[src/adps_pkg.sv]
// Package of constants and types for the address decode and page select block
package adps_pkg;

   typedef enum logic [2:0] {
      ADPS_MODE_SINGLE,
      ADPS_MODE_NORMAL_EXPANDED,
      ADPS_MODE_EMUL_EXPANDED,
      ADPS_MODE_SPECIAL_SINGLE,
      ADPS_MODE_SPECIAL_PERIPHERAL,
      ADPS_MODE_SPECIAL_EXPANDED
   } adps_mode_e;

   // Core bus request
   typedef struct packed {
      logic [15:0] addr;
      logic        rd;
      logic        wr;
      logic [7:0]  wdata;
   } adps_req_s;

   // One-hot select group
   typedef struct packed {
      logic background_debug_space;
      logic regs;
      logic ram;
      logic eep;
      logic flash;
      logic ext;
   } adps_sel_s;

   localparam logic [9:0]  REG_OFF_B_LAST    = 10'h003;
   localparam logic [9:0]  REG_OFF_E_DATA    = 10'h008;
   localparam logic [9:0]  REG_OFF_E_DIR     = 10'h009;
   localparam logic [9:0]  REG_OFF_EXP_LAST  = 10'h00f;
   localparam logic [9:0]  REG_OFF_K_DATA    = 10'h032;
   localparam logic [9:0]  REG_OFF_K_DIR     = 10'h033;
   localparam logic [9:0]  REG_OFF_PAGE      = 10'h030;
   localparam logic [9:0]  REG_OFF_IMPL_END  = 10'h380;
   localparam logic [5:0]  PAGE_RESET        = 6'h00;
   localparam logic [5:0]  PAGE_THR_128K     = 6'h38;
   localparam logic [5:0]  PAGE_THR_256K     = 6'h30;
   localparam logic [5:0]  PAGE_THR_512K     = 6'h20;
   localparam logic [1:0]  QTR_LOW           = 2'h0;
   localparam logic [1:0]  QTR_MID           = 2'h1;
   localparam logic [1:0]  QTR_WINDOW        = 2'h2;
   localparam logic [1:0]  QTR_TOP           = 2'h3;
   localparam logic [5:0]  XADDR_LOW         = 6'h3d;
   localparam logic [5:0]  XADDR_MID         = 6'h3e;
   localparam logic [5:0]  XADDR_TOP         = 6'h3f;
   localparam logic [1:0]  ROM_ALLOC_0K      = 2'h0;
   localparam logic [1:0]  ROM_ALLOC_16K     = 2'h1;
   localparam logic [1:0]  ROM_ALLOC_64K     = 2'h3;
   localparam int          PORT_K_ECS_BIT    = 7;
   localparam int          PORT_K_XCS_BIT    = 6;

endpackage : adps_pkg

[src/adps_address_decode.sv]
// Core address decoder, select generation and program page window logic
`timescale 1ns/1ns
`default_nettype none

module adps_address_decode #(
   parameter logic [9:0] REG_IMPL_END = adps_pkg::REG_OFF_IMPL_END,
   parameter logic [5:0] PAGE_INIT    = adps_pkg::PAGE_RESET
) (
   input  wire logic                    i_clock,
   input  wire logic                    i_rst,
   input  wire logic                    i_clk_en,
   input  wire adps_pkg::adps_req_s     i_req,
   input  wire adps_pkg::adps_mode_e    i_mode,
   input  wire logic                    i_bdm_hit,
   input  wire logic [5:0]              i_reg_base,
   input  wire logic [1:0]              i_ram_base,
   input  wire logic                    i_ram_en,
   input  wire logic [3:0]              i_eep_base,
   input  wire logic                    i_eep_en,
   input  wire logic [1:0]              i_rom_alloc,
   input  wire logic                    i_rom_hide,
   input  wire logic [1:0]              i_paging_partition_straps,
   input  wire logic                    i_port_e_emulation_enable,
   input  wire logic                    i_port_k_emulation_enable,
   input  wire logic                    i_page_wr_allowed,
   input  wire logic                    i_far_wr,
   input  wire logic [5:0]              i_far_page,
   input  wire logic [7:0]              i_port_k_gpio,
   input  wire logic                    i_swap,
   input  wire logic [15:0]             i_rdata_bdm,
   input  wire logic [15:0]             i_rdata_regs,
   input  wire logic [15:0]             i_rdata_ram,
   input  wire logic [15:0]             i_rdata_eep,
   input  wire logic [15:0]             i_rdata_flash,
   input  wire logic [15:0]             i_rdata_ext,
   output var adps_pkg::adps_sel_s      o_sel,
   output logic                         o_reg_removed,
   output logic [7:0]                   o_port_k,
   output logic [5:0]                   o_extended_address_high,
   output logic [5:0]                   o_page_index_bits,
   output logic                         o_page_internal,
   output logic [15:0]                  o_rdata
);

   ////////////////////////////////////////////////////////////////////////////
   // Decode helpers

   // Modes in which the external bus is live
   function automatic logic is_expanded(input adps_pkg::adps_mode_e m);
      is_expanded = (m == adps_pkg::ADPS_MODE_NORMAL_EXPANDED) ||
                    (m == adps_pkg::ADPS_MODE_EMUL_EXPANDED) ||
                    (m == adps_pkg::ADPS_MODE_SPECIAL_EXPANDED);
   endfunction

   // Only the emulation expanded mode may drive the emulation select
   function automatic logic is_emulation(input adps_pkg::adps_mode_e m);
      is_emulation = (m == adps_pkg::ADPS_MODE_EMUL_EXPANDED);
   endfunction

   // Page window access internal for the strap partitioning
   // Code 11 puts every page on chip, so no threshold applies
   function automatic logic page_is_internal(input logic [1:0] straps,
                                             input logic [5:0] page);
      unique case (straps)
         2'h0:    page_is_internal = (page >= adps_pkg::PAGE_THR_128K);
         2'h1:    page_is_internal = (page >= adps_pkg::PAGE_THR_256K);
         2'h2:    page_is_internal = (page >= adps_pkg::PAGE_THR_512K);
         default: page_is_internal = 1'b1;
      endcase
   endfunction

   ////////////////////////////////////////////////////////////////////////////
   // Strap synchroniser

   // Straps come from the core boundary, so two flops before use
   // They are static after power-up, so the two-edge lag is harmless;
   // until it ends the window decodes as the smallest on-chip share
   logic [1:0] strap_meta_q;
   logic [1:0] strap_meta_d;
   logic [1:0] strap_q;
   logic [1:0] strap_d;

   always_comb
   begin
      strap_meta_d = i_paging_partition_straps;
      strap_d      = strap_meta_q;
   end

   always_ff @(posedge i_clock)
   begin
      if (i_rst)
      begin
         strap_meta_q <= 2'h0;
         strap_q      <= 2'h0;
      end
      else if (i_clk_en)
      begin
         strap_meta_q <= strap_meta_d;
         strap_q      <= strap_d;
      end
   end

   ////////////////////////////////////////////////////////////////////////////
   // Address classification

   logic [1:0] qtr;
   logic [9:0] reg_off;
   logic       reg_hit;
   logic       reg_unimpl;
   logic       reg_removed;
   logic       ram_hit;
   logic       eep_hit;
   logic       flash_hit;
   logic       in_window;
   logic       win_internal;
   logic       expanded;
   logic       emul;
   logic       emk_live;
   logic [5:0] page_q;
   logic [5:0] page_d;
   logic       page_wr;

   always_comb
   begin
      qtr       = i_req.addr[15:14];
      reg_off   = i_req.addr[9:0];
      expanded  = is_expanded(i_mode);
      emul      = is_emulation(i_mode);
      // Port K pins carry bus signals only in an expanded mode
      emk_live  = i_port_k_emulation_enable && expanded;
      in_window = (qtr == adps_pkg::QTR_WINDOW);
      win_internal = page_is_internal(strap_q, page_q);
      // Decode is purely from the live address, no history
      reg_hit   = (i_req.addr[15:10] == i_reg_base);
      // Offsets past the implemented end still select the register block
      reg_unimpl = (reg_off >= REG_IMPL_END);
      // Bus expansion registers leave the map per mode
      //   0x000-0x003 ports A and B, any expanded mode
      //   0x008-0x009 port E, expanded with its emulation bit
      //   0x000-0x00f whole expansion group, special peripheral
      //   0x032-0x033 port K, emulation with its emulation bit
      reg_removed = (expanded && (reg_off <= adps_pkg::REG_OFF_B_LAST))
         || (expanded && i_port_e_emulation_enable &&
             ((reg_off == adps_pkg::REG_OFF_E_DATA) ||
              (reg_off == adps_pkg::REG_OFF_E_DIR)))
         || ((i_mode == adps_pkg::ADPS_MODE_SPECIAL_PERIPHERAL) &&
             (reg_off <= adps_pkg::REG_OFF_EXP_LAST))
         || (emul && i_port_k_emulation_enable &&
             ((reg_off == adps_pkg::REG_OFF_K_DATA) ||
              (reg_off == adps_pkg::REG_OFF_K_DIR)));
      // RAM claims a quarter and EEPROM a 4K block when enabled
      ram_hit   = i_ram_en && (qtr == i_ram_base);
      eep_hit   = i_eep_en && (i_req.addr[15:12] == i_eep_base);
      // Flash: top quarter always unpaged, window only for internal pages
      unique case (qtr)
         adps_pkg::QTR_TOP:    flash_hit = (i_rom_alloc != adps_pkg::ROM_ALLOC_0K);
         adps_pkg::QTR_WINDOW: flash_hit = (i_rom_alloc != adps_pkg::ROM_ALLOC_0K) &&
                                           win_internal;
         adps_pkg::QTR_MID:    flash_hit = (i_rom_alloc > adps_pkg::ROM_ALLOC_16K) &&
                                           !i_rom_hide;
         default:              flash_hit = (i_rom_alloc == adps_pkg::ROM_ALLOC_64K) &&
                                           !i_rom_hide;
      endcase
   end

   ////////////////////////////////////////////////////////////////////////////
   // Priority select

   // A chain of else-ifs keeps the group one-hot by construction
   // Order: debug, registers, removed registers, RAM, EEPROM, flash, bus
   // RAM moved onto the register block loses the overlapped part
   adps_pkg::adps_sel_s sel_d;
   logic                removed_d;

   always_comb
   begin
      sel_d     = '0;
      removed_d = 1'b0;
      if (i_bdm_hit)
         sel_d.background_debug_space = 1'b1;
      else if (reg_hit && !reg_removed)
         sel_d.regs = 1'b1;
      else if (reg_hit)
      begin
         // Removed register: goes out on the bus in expanded modes, but without a chip select
         sel_d.ext = expanded;
         removed_d = 1'b1;
      end
      else if (ram_hit)
         sel_d.ram = 1'b1;
      else if (eep_hit)
         sel_d.eep = 1'b1;
      else if (flash_hit)
         sel_d.flash = 1'b1;
      else if (expanded)
         sel_d.ext = 1'b1;
   end

   ////////////////////////////////////////////////////////////////////////////
   // Chip selects and extended address

   logic       ecs_act;
   logic       xcs_act;
   logic [5:0] xaddr_d;
   logic [7:0] port_k_d;

   always_comb
   begin
      // Both chip selects are active low on the pins; the internal
      // flags are active high and inverted only at port K
      // Emulation select follows the allocation table per quarter
      unique case (qtr)
         adps_pkg::QTR_TOP:    ecs_act = 1'b1;
         adps_pkg::QTR_WINDOW: ecs_act = (i_rom_alloc == adps_pkg::ROM_ALLOC_0K) ||
                                         ((i_rom_alloc != adps_pkg::ROM_ALLOC_16K) &&
                                          win_internal);
         adps_pkg::QTR_MID:    ecs_act = (i_rom_alloc > adps_pkg::ROM_ALLOC_16K) &&
                                         !i_rom_hide;
         default:              ecs_act = (i_rom_alloc == adps_pkg::ROM_ALLOC_64K) &&
                                         !i_rom_hide;
      endcase
      // Higher selects shadow flash space
      ecs_act = ecs_act && emul && emk_live && !i_bdm_hit &&
                !reg_hit && !ram_hit && !eep_hit;
      // Removed registers reach the bus with no select; unimplemented ones keep the register select
      xcs_act = emk_live && !ecs_act && sel_d.ext &&
                !removed_d && !(reg_hit && reg_unimpl);
      // Window shows the page; fixed quarters get constant high lines
      unique case (qtr)
         adps_pkg::QTR_TOP:    xaddr_d = adps_pkg::XADDR_TOP;
         adps_pkg::QTR_WINDOW: xaddr_d = page_q;
         adps_pkg::QTR_MID:    xaddr_d = adps_pkg::XADDR_MID;
         default:              xaddr_d = adps_pkg::XADDR_LOW;
      endcase
      if (!emk_live)
         xaddr_d = 6'h00;
      // Port K pins: GPIO unless the emulation bit claims them
      // Bits 5:0 then carry the extended address lines
      port_k_d = i_port_k_gpio;
      if (i_port_k_emulation_enable)
      begin
         port_k_d[5:0]                    = xaddr_d;
         port_k_d[adps_pkg::PORT_K_ECS_BIT] = !ecs_act;
         port_k_d[adps_pkg::PORT_K_XCS_BIT] = !xcs_act;
      end
   end

   ////////////////////////////////////////////////////////////////////////////
   // Page index register

   // Far call updates win over a bus write landing in the same cycle,
   // since the instruction owns the bus during its page switch
   // A bus write lands at the edge it is seen and steers the window
   // from the next cycle; the copy on the output port lags once more

   always_comb
   begin
      page_wr = i_req.wr && reg_hit && !reg_removed &&
                (reg_off == adps_pkg::REG_OFF_PAGE) && i_page_wr_allowed;
      page_d  = page_q;
      if (i_far_wr)
         page_d = i_far_page;
      else if (page_wr)
         page_d = i_req.wdata[5:0];
   end

   always_ff @(posedge i_clock)
   begin
      if (i_rst)
         page_q <= PAGE_INIT;
      else if (i_clk_en)
         page_q <= page_d;
   end

   ////////////////////////////////////////////////////////////////////////////
   // Read data path

   logic [15:0] rd_mux;
   logic [15:0] rdata_d;

   // Sources follow the select priority, so the mux needs no one-hot
   // check of its own; nothing selected reads as zero
   always_comb
   begin
      rd_mux = 16'h0000;
      if (sel_d.background_debug_space)
         rd_mux = i_rdata_bdm;
      else if (sel_d.regs && (reg_off == adps_pkg::REG_OFF_PAGE))
         rd_mux = {8'h00, 2'h0, page_q};
      else if (sel_d.regs)
         rd_mux = i_rdata_regs;
      else if (sel_d.ram)
         rd_mux = i_rdata_ram;
      else if (sel_d.eep)
         rd_mux = i_rdata_eep;
      else if (sel_d.flash)
         rd_mux = i_rdata_flash;
      else if (sel_d.ext)
         rd_mux = i_rdata_ext;
      // Odd-byte accesses need the halves exchanged for the core
      rdata_d = i_swap ? {rd_mux[7:0], rd_mux[15:8]} : rd_mux;
   end

   ////////////////////////////////////////////////////////////////////////////
   // Output registers

   // Window flag for the output stage, kept out of the flop process
   logic pint_d;

   always_comb
   begin
      pint_d = in_window && win_internal;
   end

   // Outputs are flopped to give clean pins; decode is one cycle ahead
   // Trade-off: pins are glitch free, but the core sees its selects a
   // cycle late and must allow for that in its access timing
   always_ff @(posedge i_clock)
   begin
      if (i_rst)
      begin
         o_sel                   <= '0;
         o_reg_removed           <= 1'b0;
         o_port_k                <= 8'h00;
         o_extended_address_high <= 6'h00;
         o_page_index_bits       <= PAGE_INIT;
         o_page_internal         <= 1'b0;
         o_rdata                 <= 16'h0000;
      end
      else if (i_clk_en)
      begin
         o_sel                   <= sel_d;
         o_reg_removed           <= removed_d;
         o_port_k                <= port_k_d;
         o_extended_address_high <= xaddr_d;
         o_page_index_bits       <= page_q;
         o_page_internal         <= pint_d;
         o_rdata                 <= rdata_d;
      end
   end

endmodule // adps_address_decode

`default_nettype wire

[config.mk]
export PLATFORM = sky130hd
export DESIGN_NAME = adps_address_decode
export DESIGN_NICKNAME = d
export VERILOG_FILES = /design/src/adps_pkg.sv /design/src/adps_address_decode.sv
export SDC_FILE = /design/constraint.sdc
export NUM_CORES = 1
export LEC_CHECK = 0
export ABC_AREA = 1
export BUFFER_PORTS_ARGS = -buffer_cell sky130_fd_sc_hd__buf_4
export CORE_MARGIN = 2
export CORE_UTILIZATION = 45
export CTS_BUF_LIST = sky130_fd_sc_hd__clkbuf_4
export CTS_CLUSTER_SIZE = 10
export DETAILED_ROUTE_END_ITERATION = 10
export PLACE_DENSITY = 0.91
export SETUP_SLACK_MARGIN = 0.2
export SLEW_MARGIN = 20
export SYNTH_ARGS = -nofsm -noshare
export SYNTH_HDL_FRONTEND = slang
export SYNTH_SLANG_ARGS = --single-unit
[constraint.sdc]
create_clock -name i_clock -period 2.4 [get_ports i_clock]
set_input_delay 0.36 -clock i_clock [delete_from_list [all_inputs] [get_ports i_clock]]
set_output_delay 0.36 -clock i_clock [all_outputs]
set_load 0.01 [all_outputs]
After elaboration in Yosys (flattened, before gate mapping). Index checks and enable logic that the tools add are counted.

Flip-flop bits (word level): 54. Bits of input ports: 167. Output and inout bits: 44. Word-level logic and storage cells: 127.

$lt $le $gt $ge: 7. Equal/unequal tests: 19. Muxes and demuxes: 32. Reduce and logical (&&, ||, !) cells: 54.

Operators with widths (number): 2-to-1 mux 16 bit (8); logical AND 1 bit (31); equality test 10 x 6 -> 1 bit, second input constant (3); equality test 10 x 4 -> 1 bit, second input constant (2); >= comparator 6 bit, second input constant (3); 2-to-1 mux 6 bit (3); case mux 6 bit (3 select lines) (1); 2-to-1 mux 1 bit (11); >= comparator 10 bit, second input constant (1); <= comparator 10 x 2 -> 1 bit, second input constant (1); <= comparator 10 x 4 -> 1 bit, second input constant (1); logical NOT 1 bit (10); case mux 1 bit (3 select lines) (3); equality test 2 bit, second input constant (4); logical OR 1 bit (8); 2-to-1 mux 8 bit (1); equality test 3 bit, second input constant (2); equality test 6 bit (1); 2-to-1 mux 3 bit (2); 2-to-1 mux 5 bit (1); equality test 2 x 1 -> 1 bit, second input constant (2); equality test 4 bit (1); logical NOT 2 bit (2); 2-to-1 mux 4 bit (1); other kinds (8) (9).

Depth between registers and ports, before layout.
Depth in word-level cells: 20. Mapped depth: 17. Gate-level depth less buffers: 15.

Worst setup path before layout. No wires, ideal clock.

Path type: in2reg. Start: input port i_req[24] in the netlist's numbering. End: register o_rdata[15]. Setup time: 0.132 ns. Arrival time: 1.817 ns. Data required time: 2.268 ns. Slack: 0.450 ns. Stages: 17. Path buffers: 2. Cells stage by stage: clkbuf_2 inv_2 nand2_1 nand2_1 nor2_2 nand3_2 inv_2 nand3_4 nand2_1 inv_2 buf_2 nand3_1 nand4_1 nand2_1 nand3_1 nand3_1 a21oi_1.

Cells in the longest elaborated chain, start to end: 16. Elaborated cells on any way between the ends: 30. Those cells by class: eq/ne: 6; mux: 20; reduce/logical: 4.

Ends and longest elaborated chain: from (decl) (line adps_address_decode.sv:12) `input wire adps_pkg::adps_req_s i_req,`; equality test 2 x 1 -> 1 bit / equality test 2 bit (equally long branches) (line adps_address_decode.sv:155) `unique case (qtr)`; case mux 1 bit (3 select lines) (line adps_address_decode.sv:155); 2-to-1 mux 1 bit (line adps_address_decode.sv:193) `else if (flash_hit)`; 2-to-1 mux 2 bit (line adps_address_decode.sv:191) `else if (eep_hit)`; 2-to-1 mux 3 bit (line adps_address_decode.sv:189) `else if (ram_hit)`; 2-to-1 mux 1 bit (line adps_address_decode.sv:183) `else if (reg_hit)`; 2-to-1 mux 4 bit (line adps_address_decode.sv:181) `else if (reg_hit && !reg_removed)`; 2-to-1 mux 5 bit * (line adps_address_decode.sv:179) `if (i_bdm_hit)`; 2-to-1 mux 16 bit (line adps_address_decode.sv:298) `else if (sel_d.ext)`; 2-to-1 mux 16 bit (line adps_address_decode.sv:296) `else if (sel_d.flash)`; 2-to-1 mux 16 bit (line adps_address_decode.sv:294) `else if (sel_d.eep)`; 2-to-1 mux 16 bit (line adps_address_decode.sv:292) `else if (sel_d.ram)`; 2-to-1 mux 16 bit (line adps_address_decode.sv:290) `else if (sel_d.regs)`; 2-to-1 mux 16 bit * (line adps_address_decode.sv:288) `else if (sel_d.regs && (reg_off == adps_pkg::REG_OFF_PAGE))`; 2-to-1 mux 16 bit * (line adps_address_decode.sv:286) `if (sel_d.background_debug_space)`; 2-to-1 mux 16 bit * (line adps_address_decode.sv:301) `rdata_d = i_swap ? {rd_mux[7:0], rd_mux[15:8]} : rd_mux;`; to (signal assigned) (line adps_address_decode.sv:338) `o_rdata <= rdata_d;`; to (decl) (line adps_address_decode.sv:42) `output logic [15:0] o_rdata`.

Mark *: on every way between the ends. The rest lies on a longest branch, timed or not. A chain may end at the register's enable or synchronous reset.

Worst setup path in the final report.
Start: register page_q[5]. End: register o_rdata[10].

Cells in the longest elaborated chain, start to end: 18. Elaborated cells on any way between the ends: 22. Those cells by class: order compare: 3; mux: 18; reduce/logical: 1.

Ends and longest elaborated chain: from (decl) (line adps_address_decode.sv:119) `logic [5:0] page_q;`; from (signal assigned) (line adps_address_decode.sv:272) `page_q <= page_d;`; >= comparator 6 bit (on tied branches) (line adps_address_decode.sv:67, adps_address_decode.sv:65, adps_address_decode.sv:66); case mux 1 bit (3 select lines) * (line adps_address_decode.sv:64) `unique case (straps)`; logical AND 1 bit * (line adps_address_decode.sv:157) `adps_pkg::QTR_WINDOW: flash_hit = (i_rom_alloc != adps_pkg::ROM_ALLOC_0K) &&`; case mux 1 bit (3 select lines) * (line adps_address_decode.sv:155); 2-to-1 mux 1 bit (line adps_address_decode.sv:193); 2-to-1 mux 2 bit * (line adps_address_decode.sv:191); 2-to-1 mux 3 bit * (line adps_address_decode.sv:189); 2-to-1 mux 1 bit (line adps_address_decode.sv:183); (+2 left out); 2-to-1 mux 16 bit (line adps_address_decode.sv:298); 2-to-1 mux 16 bit * (line adps_address_decode.sv:296); 2-to-1 mux 16 bit * (line adps_address_decode.sv:294); 2-to-1 mux 16 bit * (line adps_address_decode.sv:292); 2-to-1 mux 16 bit * (line adps_address_decode.sv:290); 2-to-1 mux 16 bit * (line adps_address_decode.sv:288); 2-to-1 mux 16 bit * (line adps_address_decode.sv:286); 2-to-1 mux 16 bit * (line adps_address_decode.sv:301).

Marked as above.

==> flow_summary.toml <==
[status]
status = "completed"

[worst_setup_path]
crit_path_max_fanout = 13
crit_type = "register to register"
cp.required_ns = 2.71
start_kind = "register"
critPathCaptureType = "register"
r2r_setup_slack_ns = 0.43
worstPathArrival_ns = 2.28

[synth]
ys_seq_elements = 54
synth_top_flop_cell = "dfxtp_1"
yosysSeqAreaShare_pct = 30.2
syn_inst = 588
yosys_warnings = 0
synth_edf_count = 0
synth.avg_cell_area_sq_um = 6.08
synthesis.area_sq_mm = 0.00358
yosysUniqueCellTypes = 37
syn-num-nets = 755
ys_async_sr_fraction_pct = 0

[sta]
rsz0062_at_grt = "false"
maxSlewViolCount = 0
fin_ws_ns = 0.428
fmax_ghz = 0.507
worst_pin_slew_ns = 0.635
setup_viol = 0
final.setup.tns_ns = 0
skew_ns = 0.0151
final_hold_viol_count = 0
max-slew-margin-rel_pct = 57.6
hold_ws_ns = 0.231
layout_worst_path_cycle_share_pct = 82.2
period_minus_slack_ns = 1.97

[power]
p_int_mw = 1.41
power_density_mw_per_mm2 = 396
p_sw_mw = 0.680
p_clk_share_pct = 19.0
vdd.ir_drop.worst_v = 0.000307
swShare_pct = 32.6
comb_power_share_pct = 33.6
p_leak_nw = 2.57
pwr-share-seq_pct = 47.4

[global_routing]
grt_antenna_before_repair = 0
overflow = 0
grt_pass1_wl_microns = 20900
grt_max_degree = 53
grt_pass1_vias = 4744
grt_use_total_pct = 30.2

[die]
start_util_pct = 46.3
core_sq_mm = 0.00773
die_area_sq_mm = 0.00868
num_rows = 32
die_h_microns = 93.1
ioPinCount = 211
die_w_microns = 93.1

[clock_tree]
cts_buffers = 5
clock-sinks = 54
root_buffer = "clkbuf_4"
path_clk_slew_ns = 0.15
htree_levels = 2
cts_hold_buf = 0
cts_max_path_buffers = 2
clock_latency_ns = 0.37
cts_tree = "built"

[final_layout]
seq_area_sq_mm = 0.00108
n_fill_cell = 658
diodes = 0
final_cell_mix = "buf_4 (217), nand2_1 (144), nor2_1 (90)"
multi_input_comb_area_sq_mm = 0.00220
layout-drive-gt1-share_pct = 31.1
fin_cells = 884
final_common_cell = "buf_4"
area_growth_pct = 47.3
nets = 949

[detailed_routing]
drt-initial-drc-count = 234
drt_first_pass_iters = 5
num_vias = 4917
routed_wl_microns = 13700
ant_nets = 0
drc = 0
vias_per_cell = 5.56
wl_per_cell_microns = 15.5

[placement]
place_inst = 875
port_buffers = 207
detailed_place_hpwl_microns = 10700
dp_slack_ns = 0.104
place_congestion = 0.918

[flow_run]
drv_cap = 0

[min_path]
min_path_type = "input port to register"
==> critical path, stage by stage (launching register included) <==
cell and delay [ns]:
dfxtp_1 0.46, nand2_1 0.08, inv_1 0.05, o21ai_0 0.11
nand3_1 0.09, nand2_1 0.05, nand2_1 0.07, nand3_1 0.11
nor2_4 0.14, buf_12 0.15, nand2_1 0.06, nand4_1 0.09
nand2_1 0.11, nand3_1 0.10, nand3_1 0.10, a21oi_1 0.14
==> worst paths after layout <==
check | start | to | depth (start not counted)
worst max-delay path | page_q[5]$_SDFFE_PP0P_ | o_rdata[10]$_SDFFE_PP0P_ | 15
worst min-delay path | i_port_k_gpio[1] | o_port_k[1]$_SDFFE_PP0P_ | 3
worst max register to register | page_q[5]$_SDFFE_PP0P_ | o_rdata[10]$_SDFFE_PP0P_ | 15
worst min register to register | o_rdata[9]$_SDFFE_PP0P_ | o_rdata[9]$_SDFFE_PP0P_ | 2
==> metrics by stage <==
step	power (mW)	util [%]	area [sq um]
after floorplan	1.32	-	3580
after global placement	1.67	67.0	5180
after detailed placement	1.69	67.0	5180
after CTS	2.07	67.7	5230
after global routing	2.18	68.2	5270
final	2.09	68.2	5270
==> per-layer routing <==
metal | GRT usage (%) | share of wire [%]
met2 | 55.4 | 50
met4 | 14.0 | 4.0
met3 | 5.24 | 9.3
met1 | 33.7 | 37
met5 | 0 | 0
==> state kept, by name, summed over array words and instances (netlist names) <==
name                     cells
o_port_k                     8
o_rdata                     16
o_reg_removed                1
o_page_internal              1
o_extended_address_high      6
strap_q                      2
page_q                       6
o_page_index_bits            6
strap_d                      2
o_sel                        6
==> cells in the mapped netlist, types with 2 or more instances <==
| library cell | number | area, sq um |
|---|---|---|
| nor2_2 | 3 | 18.8 |
| nor2_4 | 3 | 33.8 |
| nand2_2 | 2 | 12.5 |
| a31oi_1 | 10 | 62.6 |
| clkbuf_1 | 16 | 60.1 |
| dfxtp_1 | 54 | 1080 |
| o211ai_1 | 4 | 30.0 |
| buf_6 | 2 | 22.5 |
| nand4_1 | 47 | 294 |
| nand2_1 | 144 | 541 |
| buf_2 | 6 | 30.0 |
| xnor2_1 | 2 | 17.5 |
| o21ai_0 | 31 | 155 |
| nor2_1 | 90 | 338 |
| nand3b_1 | 2 | 15.0 |
| nand3_1 | 64 | 320 |
| clkinv_1 | 2 | 7.51 |
| a21oi_1 | 45 | 225 |
| inv_2 | 6 | 22.5 |
| inv_1 | 34 | 128 |
| buf_1 | 5 | 18.8 |
==> layout make-up <==
cell class	instances	share of cell area, %
repair buffers	218	31.3
inverters	42	2.99
flip-flops and latches	54	20.5
well taps	102	2.42
clock buffers	5	0.713
multi-input cells	461	41.7
clock inverters	2	0.285
==> cell families (layout without fill, tap and decap cells) <==
group / after synthesis / after routing / share of synthesized area, %
XOR/XNOR: 2 / 2 / 0.490
flip-flops: 54 / 54 / 30.2
AO/OA/AOI/OAI: 97 / 97 / 14.9
buffers and inverters: 73 / 267 / 8.43
AND/OR/NAND/NOR: 362 / 362 / 46.0
==> timing repair <==
action,4_1_cts,5_1_grt
resized for setup,0,1
setup buffers,0,2
endpoints found under the setup margin,0,16
==> power groups by stage <==
stage / clock, mW / combinational (mW) / sequential (mW)
final: 0.397 / 0.700 / 0.989
after CTS: 0.400 / 0.686 / 0.987
after detailed placement: 0 / 0.684 / 1.01
after global routing: 0.426 / 0.763 / 0.995
after global placement: 0 / 0.665 / 1.01
after floorplan: 0 / 0.301 / 1.02
Note: power is estimated with default switching activity, not from simulation.
